===== src/aer_pkg.sv =====
// Package for the AER severity, correctable status and mask register bank
package aer_pkg;
	localparam int AER_DW = 32;
	localparam int AER_AW = 12;
	// Register byte offsets
	localparam logic [11:0] AER_OFS_SEV = 12'h10C;
	localparam logic [11:0] AER_OFS_CSTS = 12'h110;
	localparam logic [11:0] AER_OFS_CMSK = 12'h114;
	localparam logic [11:0] AER_OFS_IRQ_STS = 12'h130;
	localparam logic [11:0] AER_OFS_IRQ_MSK = 12'h134;
	// Implemented bits and reset values
	localparam logic [31:0] AER_SEV_IMPL = 32'h003F_F011;
	localparam logic [31:0] AER_SEV_RST = 32'h0006_2011;
	localparam logic [31:0] AER_COR_IMPL = 32'h0000_31C1;
	localparam logic [31:0] AER_CSTS_RST = 32'h0000_0000;
	localparam logic [31:0] AER_CMSK_RST = 32'h0000_2000;
	localparam logic [31:0] AER_ZERO = 32'h0000_0000;
	// Correctable event bit positions
	localparam int AER_COR_RX_ERR = 0;
	localparam int AER_COR_BAD_TLP = 6;
	localparam int AER_COR_BAD_DLLP = 7;
	localparam int AER_COR_REPLAY_ROLL = 8;
	localparam int AER_COR_REPLAY_TMO = 12;
	localparam int AER_COR_ADV_NF = 13;
	// Interrupt status bits
	localparam int AER_NIRQ = 2;
	localparam int AER_IRQ_COR_SET = 0;
	localparam int AER_IRQ_COR_RPT = 1;
	localparam logic [1:0] AER_IRQ_MSK_RST = 2'h0;
endpackage : aer_pkg


===== src/aer_w1c_if.sv =====
// Interface carrying one group of sticky write-one-to-clear flags
`timescale 1ns/100ps
`default_nettype none
interface aer_w1c_if #(parameter int W = 32);
	logic [W-1:0] set_evt;
	logic [W-1:0] clr_mask;
	logic [W-1:0] flags;
	modport owner (input set_evt, input clr_mask, output flags);
	modport user (output set_evt, output clr_mask, input flags);
endinterface : aer_w1c_if
`default_nettype wire


===== src/aer_regs.sv =====
// AER uncorrectable severity, correctable status and mask register bank
//
// How it works
// RQ1: Severity register at 10Ch, read-write, one bit fatal, zero non-fatal.
// RQ2: Severity resets fatal for bits 0,4,13,17,18; others non-fatal.
// RQ3: Receiver error sets correctable status bit 0.
// RQ4: Bad TLP received sets status bit 6.
// RQ5: Bad DLLP received sets status bit 7.
// RQ6: Replay number rollover sets status bit 8.
// RQ7: Replay timer expiry sets status bit 12.
// RQ8: Advisory non-fatal error sets status bit 13.
// RQ9: Status at 110h resets zero; write one clears, zero keeps.
// RQ10: Mask bits 0,6,7 suppress logging and messages of their errors.
// RQ11: Mask bits 8,12 suppress logging and messages for replay errors.
// RQ12: Mask bit 13 suppresses advisory errors and resets to one.
// RQ13: Mask at 114h read-write; bits 0,6,7,8,12 reset to zero.
// RQ14: Status bits set regardless of mask; mask gates reporting only.
// RQ15: Reserved bits read zero and ignore writes.
//
// Local design decision: the strobed register port.
`timescale 1ns/100ps
`default_nettype none
module aer_regs (
	input wire logic core_clk,
	input wire logic resetn,
	input wire logic [aer_pkg::AER_AW-1:0] reg_addr,
	input wire logic [aer_pkg::AER_DW-1:0] reg_wdata,
	input wire logic reg_wr,
	input wire logic reg_rd,
	output logic [aer_pkg::AER_DW-1:0] reg_rdata,
	input wire logic evt_rx_err,
	input wire logic evt_bad_tlp,
	input wire logic evt_bad_dllp,
	input wire logic evt_replay_roll,
	input wire logic evt_replay_tmo,
	input wire logic evt_adv_nf,
	output logic [aer_pkg::AER_DW-1:0] unc_severity,
	output logic [aer_pkg::AER_DW-1:0] cor_report,
	output logic cor_msg_req,
	output logic irq
);
	import aer_pkg::*;

	// ----------------------------------------------------------------
	// State
	// ----------------------------------------------------------------
	logic [AER_DW-1:0] sev_ff;
	logic [AER_DW-1:0] nxt_sev;
	logic [AER_DW-1:0] cmsk_ff;
	logic [AER_DW-1:0] nxt_cmsk;
	logic [AER_NIRQ-1:0] imsk_ff;
	logic [AER_NIRQ-1:0] nxt_imsk;
	logic [AER_DW-1:0] rdata_ff;
	logic [AER_DW-1:0] nxt_rdata;
	logic [AER_DW-1:0] report_ff;
	logic [AER_DW-1:0] nxt_report;
	logic msg_ff;
	logic nxt_msg;
	logic irq_ff;
	logic nxt_irq;

	logic [AER_DW-1:0] cor_evt;
	logic [AER_DW-1:0] cor_rpt;
	logic [AER_NIRQ-1:0] irq_evt;
	logic wr_sev;
	logic wr_csts;
	logic wr_cmsk;
	logic wr_ists;
	logic wr_imsk;

	aer_w1c_if #(.W(AER_DW)) csts_if ();
	aer_w1c_if #(.W(AER_NIRQ)) ists_if ();

	// ----------------------------------------------------------------
	// Address decode
	// ----------------------------------------------------------------
	// Write strobes per register; unmapped writes fall through unused
	always_comb begin
		wr_sev = 1'b0;
		wr_csts = 1'b0;
		wr_cmsk = 1'b0;
		wr_ists = 1'b0;
		wr_imsk = 1'b0;
		if (reg_wr && reg_addr == AER_OFS_SEV) begin
			wr_sev = 1'b1;
		end else if (reg_wr && reg_addr == AER_OFS_CSTS) begin
			wr_csts = 1'b1;
		end else if (reg_wr && reg_addr == AER_OFS_CMSK) begin
			wr_cmsk = 1'b1;
		end else if (reg_wr && reg_addr == AER_OFS_IRQ_STS) begin
			wr_ists = 1'b1;
		end else if (reg_wr && reg_addr == AER_OFS_IRQ_MSK) begin
			wr_imsk = 1'b1;
		end
	end

	// ----------------------------------------------------------------
	// Correctable events
	// ----------------------------------------------------------------
	// Detection ignores the mask, so software can still poll masked errors
	always_comb begin
		cor_evt = AER_ZERO;
		cor_evt[AER_COR_RX_ERR] = evt_rx_err; // RQ3 RQ14
		cor_evt[AER_COR_BAD_TLP] = evt_bad_tlp; // RQ4
		cor_evt[AER_COR_BAD_DLLP] = evt_bad_dllp; // RQ5
		cor_evt[AER_COR_REPLAY_ROLL] = evt_replay_roll; // RQ6
		cor_evt[AER_COR_REPLAY_TMO] = evt_replay_tmo; // RQ7
		cor_evt[AER_COR_ADV_NF] = evt_adv_nf; // RQ8
		cor_rpt = cor_evt & ~cmsk_ff; // RQ10 RQ11 RQ12
	end

	// Status bank; clear only on a write to the status offset
	assign csts_if.set_evt = cor_evt;
	assign csts_if.clr_mask = wr_csts ? reg_wdata : AER_ZERO; // RQ9

	aer_w1c_bank #(.W(AER_DW), .IMPL(AER_COR_IMPL), .RST(AER_CSTS_RST)) u_csts (
		.core_clk(core_clk),
		.resetn(resetn),
		.bus(csts_if.owner)
	);

	// ----------------------------------------------------------------
	// Interrupt status
	// ----------------------------------------------------------------
	// One bit for any detection, one for any unmasked report
	always_comb begin
		irq_evt = '0;
		irq_evt[AER_IRQ_COR_SET] = |cor_evt;
		irq_evt[AER_IRQ_COR_RPT] = |cor_rpt;
	end

	assign ists_if.set_evt = irq_evt;
	assign ists_if.clr_mask = wr_ists ? reg_wdata[AER_NIRQ-1:0] : '0;

	aer_w1c_bank #(.W(AER_NIRQ), .IMPL('1), .RST('0)) u_ists (
		.core_clk(core_clk),
		.resetn(resetn),
		.bus(ists_if.owner)
	);

	// ----------------------------------------------------------------
	// Read-write registers
	// ----------------------------------------------------------------
	// Reserved bits are masked off so they never store anything
	always_comb begin
		nxt_sev = sev_ff;
		nxt_cmsk = cmsk_ff;
		nxt_imsk = imsk_ff;
		if (wr_sev) begin
			nxt_sev = reg_wdata & AER_SEV_IMPL; // RQ1 RQ15
		end
		if (wr_cmsk) begin
			nxt_cmsk = reg_wdata & AER_COR_IMPL; // RQ13 RQ15
		end
		if (wr_imsk) begin
			nxt_imsk = reg_wdata[AER_NIRQ-1:0];
		end
	end

	always_ff @(posedge core_clk) begin
		if (!resetn) begin
			sev_ff <= AER_SEV_RST; // RQ2
			cmsk_ff <= AER_CMSK_RST; // RQ12 RQ13
			imsk_ff <= AER_IRQ_MSK_RST;
		end else begin
			sev_ff <= nxt_sev;
			cmsk_ff <= nxt_cmsk;
			imsk_ff <= nxt_imsk;
		end
	end

	// ----------------------------------------------------------------
	// Read data and outputs
	// ----------------------------------------------------------------
	// Read data valid only the cycle after the strobe; zero otherwise
	always_comb begin
		nxt_rdata = AER_ZERO;
		if (reg_rd) begin
			if (reg_addr == AER_OFS_SEV) begin
				nxt_rdata = sev_ff;
			end else if (reg_addr == AER_OFS_CSTS) begin
				nxt_rdata = csts_if.flags; // RQ15
			end else if (reg_addr == AER_OFS_CMSK) begin
				nxt_rdata = cmsk_ff;
			end else if (reg_addr == AER_OFS_IRQ_STS) begin
				nxt_rdata = {{(AER_DW-AER_NIRQ){1'b0}}, ists_if.flags};
			end else if (reg_addr == AER_OFS_IRQ_MSK) begin
				nxt_rdata = {{(AER_DW-AER_NIRQ){1'b0}}, imsk_ff};
			end
		end
		nxt_report = cor_rpt; // RQ10 RQ11
		nxt_msg = |cor_rpt; // RQ10 RQ11 RQ12
		// Irq lags status by a cycle; the trade is a registered output
		nxt_irq = |(ists_if.flags & imsk_ff);
	end

	always_ff @(posedge core_clk) begin
		if (!resetn) begin
			rdata_ff <= AER_ZERO;
			report_ff <= AER_ZERO;
			msg_ff <= 1'b0;
			irq_ff <= 1'b0;
		end else begin
			rdata_ff <= nxt_rdata;
			report_ff <= nxt_report;
			msg_ff <= nxt_msg;
			irq_ff <= nxt_irq;
		end
	end

	assign reg_rdata = rdata_ff;
	assign unc_severity = sev_ff;
	assign cor_report = report_ff;
	assign cor_msg_req = msg_ff;
	assign irq = irq_ff;
endmodule : aer_regs
`default_nettype wire


===== src/aer_w1c_bank.sv =====
// Sticky flag bank: hardware set wins over software clear
`timescale 1ns/100ps
`default_nettype none
module aer_w1c_bank #(
	parameter int W = 32,
	parameter logic [W-1:0] IMPL = '1,
	parameter logic [W-1:0] RST = '0
) (
	input wire logic core_clk,
	input wire logic resetn,
	aer_w1c_if.owner bus
);
	logic [W-1:0] flags_ff;
	logic [W-1:0] nxt_flags;

	// Set beats clear so an event in the clearing cycle stays latched
	always_comb begin
		nxt_flags = ((flags_ff & ~bus.clr_mask) | bus.set_evt) & IMPL;
	end

	always_ff @(posedge core_clk) begin
		if (!resetn) begin
			flags_ff <= RST;
		end else begin
			flags_ff <= nxt_flags;
		end
	end

	assign bus.flags = flags_ff;
endmodule : aer_w1c_bank
`default_nettype wire


===== config.mk =====
export PLATFORM = sky130hd
export DESIGN_NAME = aer_regs
export DESIGN_NICKNAME = d
export VERILOG_FILES = /design/src/aer_pkg.sv /design/src/aer_w1c_if.sv /design/src/aer_regs.sv /design/src/aer_w1c_bank.sv
export SDC_FILE = /design/constraint.sdc
export NUM_CORES = 1
export LEC_CHECK = 0
export BUFFER_PORTS_ARGS = -buffer_cell sky130_fd_sc_hd__buf_2
export CORE_ASPECT_RATIO = 0.5
export CORE_MARGIN = 2
export CORE_UTILIZATION = 43
export CTS_CLUSTER_DIAMETER = 40
export DETAILED_ROUTE_END_ITERATION = 12
export HOLD_SLACK_MARGIN = 0.02
export PLACE_DENSITY = 0.83
export SYNTH_ARGS = -nofsm -noshare
export SYNTH_HDL_FRONTEND = slang
export SYNTH_SLANG_ARGS = --single-unit

===== constraint.sdc =====
create_clock -name core_clk -period 1.8 [get_ports core_clk]
set_input_delay 0 -clock core_clk [delete_from_list [all_inputs] [get_ports core_clk]]
set_output_delay 0 -clock core_clk [all_outputs]
set_load 0.05 [all_outputs]

==> results.py <==
metrics = {
    "run_status": {
        "outcome": "finished, final reports clean",
    },
    "logic_synthesis": {
        "asyncSetResetFlopFracSynth_pct": 0,
        "netlist_instances": 271,
        "synth-adder-area-share_pct": 0,
        "synthesized_area_fraction_occupied_by_and_or_nand_nor_cells_pct": 20.7,
        "synthFlopType": "dfxtp_1",
        "yosys.area_share.xor_xnor_pct": 0,
        "avgSynthCellArea_um2": 9.28,
        "synth_edf_count": 0,
        "ys_seq_area_share_pct": 41.4,
        "synth-compound-area-share_pct": 7.61,
        "post_synth_mux_area_share_pct": 8.80,
        "yosys.cell_types.count": 42,
        "flip_flop_and_latch_count_after_synthesis": 52,
        "syn_area_um2": 2520,
        "synth_top_family_by_area": "buffers and inverters",
        "yosys_synthesis_warning_count": 0,
    },
    "placed_design": {
        "gp_congestion": 0.836,
        "port-buffer-count": 73,
        "dp_hpwl_um": 3960,
    },
    "worst_hold_path": {
        "min_from": "evt_bad_tlp",
        "hold_class": "input pin to flip-flop",
    },
    "final_layout": {
        "layout.core_utilization_pct": 57.4,
        "multi_input_area_um2": 1170,
        "area_growth_pct": 27.0,
        "area.sequential_um2": 1040,
        "fillerInstances": 433,
        "design.final.nets": 432,
        "drive_above_1_share_pct": 26.9,
        "num_antenna_cells": 0,
        "mostFrequentLayoutCell": "buf_2",
        "final_cell_mix": "73 x buf_2, 62 x conb_1, 52 x dfxtp_1",
    },
    "timing": {
        "finalSetupViolCount": 0,
        "final_slew_violations": 0,
        "max_freq_ghz": 0.690,
        "rsz_0062_raised_after_global_routing": "no",
        "finalHoldViolations": 0,
        "fin_worst_hold_slack_ns": 0.0390,
        "min_period_ns": 1.45,
        "fin_setup_tns_ns": 0,
        "clock_skew_ns": 0.00565,
        "period_share_pct": 80.5,
    },
    "floorplanning": {
        "core_area_um2": 5560,
        "die_x_um": 112,
        "floorplan.io_pins": 152,
        "start_util_pct": 45.2,
        "fp.dieH_um": 58.1,
        "row_count": 19,
        "design.die.area_um2": 6520,
    },
    "drt": {
        "detailroute.via_count": 2184,
        "via_density": 4.83,
        "drt-wirelength-per-cell_um": 13.0,
        "drc_errors": 0,
        "finalWirelength_um": 5860,
        "firstDrtPassIters": 5,
        "drt-initial-drc-count": 195,
        "drtAntennaViolNets": 0,
    },
    "cts": {
        "root_buffer": "clkbuf_16",
        "post_cts_setup_inserts": 0,
        "cts.path.max_buffers": 2,
        "clock_sinks": 52,
        "ctsHoldBuffers": 21,
        "tritoncts": "yes",
        "cts_max_level": 2,
        "worst_skew_pair.late_latency_ns": 0.29,
        "clock_pin_slew_of_the_registers_on_the_worst_case_setup_and_hold_paths_ns": 0.07,
        "numCtsBuffers": 5,
        "cts_resized": 0,
    },
    "pwr": {
        "power_leakage_nw": 1.48,
        "power_per_unit_of_standard_cell_area_nw_per_um2": 859,
        "vdd_ir_drop_max_uv": 636,
        "design_power_total_mw": 2.75,
    },
    "setup_path": {
        "worst_r2r_startpoint": "cmsk_ff[8]",
        "critical_path_required_ns": 1.95,
        "timing.reg2reg.worst_path_depth": 3,
        "reg2reg_slack_ns": 0.68,
        "endpoint_class_of_the_critical_path": "flip-flop",
        "startpoint_type": "input pin",
        "timing.critical_path.to": "u_ists.bus.flags[0]",
        "regToRegEndpoint": "u_ists.bus.flags[1]",
        "startpoint": "reg_addr[9]",
        "crit_path_max_fanout": 3,
        "crit_type": "input pin to flip-flop",
        "critical_path_arrival_ns": 1.60,
    },
    "grt": {
        "grt_first_pass_wirelength_um": 8700,
        "groute.usage.overall_pct": 17.0,
        "grt_overflow": 0,
        "grt_max_degree": 20,
        "first_global_vias": 1899,
        "number_of_antenna_violations_at_the_first_check_in_global_routing": 0,
    },
    "run": {
        "drv_cap": 0,
    },
}
-- layout make-up --
| class | count | area share, % |
|---|---|---|
| tap | 73 | 2.86 |
| clock inverter | 3 | 1.33 |
| multi-input combinational | 203 | 36.5 |
| clock buffer | 5 | 3.92 |
| timing repair buffer | 109 | 21.9 |
| inverter | 7 | 0.823 |
| sequential | 52 | 32.6 |
-- routing by layer --
metal | vias up | wire length (um) | track usage (%) | part of all wire, %
met1 | 996 | 2230 | 17.8 | 38
met3 | 14 | 674 | 4.71 | 12
met5 | - | 0 | 0 | 0
met2 | 153 | 2840 | 32.5 | 48
li1 | 1021 | - | - | -
met4 | 0 | 119 | 7.67 | 2.0
-- how the worst min path moves through the flow --
stage	to	slack, ns	depth (start not counted)
2_1_floorplan	u_csts.bus.flags[12]	0.10	1
3_3_place_gp	u_csts.bus.flags[7]	0.20	2
3_5_place_dp	u_csts.bus.flags[7]	0.21	2
4_1_cts	cor_report[6]	0.04	3
5_1_grt	cor_report[6]	0.05	3
6_report	cor_report[6]	0.04	3
-- sequential cells by signal, summed over array words and instances (netlist names) --
register / cells
u_ists.bus.flags: 2
cor_msg_req: 1
imsk_ff: 2
reg_rdata: 16
irq: 1
cmsk_ff: 6
unc_severity: 12
u_csts.bus.flags: 6
cor_report: 6
-- worst max-delay path, stage by stage --
cell and delay (ns):
buf_2 0.10, or4b_1 0.62, buf_4 0.21, or3_1 0.37
o21ai_1 0.18, a41oi_1 0.13
-- Yosys cell counts, types with 3 or more instances --
| library cell | n | share of area (%) |
|---|---|---|
| buf_4 | 62 | 18 |
| dfxtp_1 | 52 | 41 |
| nand2_1 | 23 | 3.4 |
| mux2i_1 | 21 | 8.4 |
| nor2_1 | 16 | 2.4 |
| and2_1 | 9 | 2.2 |
| nor3_1 | 8 | 1.6 |
| a21oi_1 | 6 | 1.2 |
| a31oi_1 | 6 | 1.5 |
| inv_1 | 6 | 0.90 |
| nand4_1 | 6 | 1.5 |
| o21ai_0 | 6 | 1.2 |
| clkbuf_1 | 5 | 0.75 |
| or3_1 | 4 | 0.99 |
| nand2b_1 | 3 | 0.75 |
| nor4_4 | 3 | 2.5 |
| o22ai_1 | 3 | 0.75 |
-- where the power goes --
group	internal, mW	switching [mW]
Combinational	0.102	0.413
Sequential	1.17	0.00966
Clock	0.652	0.398
-- cells by family after synthesis --
kind of cell,Yosys count
AOI/OAI and AO/OA,30
muxes,22
buffers and inverters,77
other,1
DFF,52
and+or+nand+nor,89
-- metrics by stage --
stage	std cells	area, um2	setup slack, ns
3_5_place_dp	423	2820	0.0821
5_1_grt	452	3190	0.257
4_1_cts	452	3190	0.370
2_1_floorplan	332	2750	0.187
3_3_place_gp	423	2820	0.0937
6_report	452	3190	0.351
Power figures use the tool's default switching activity.
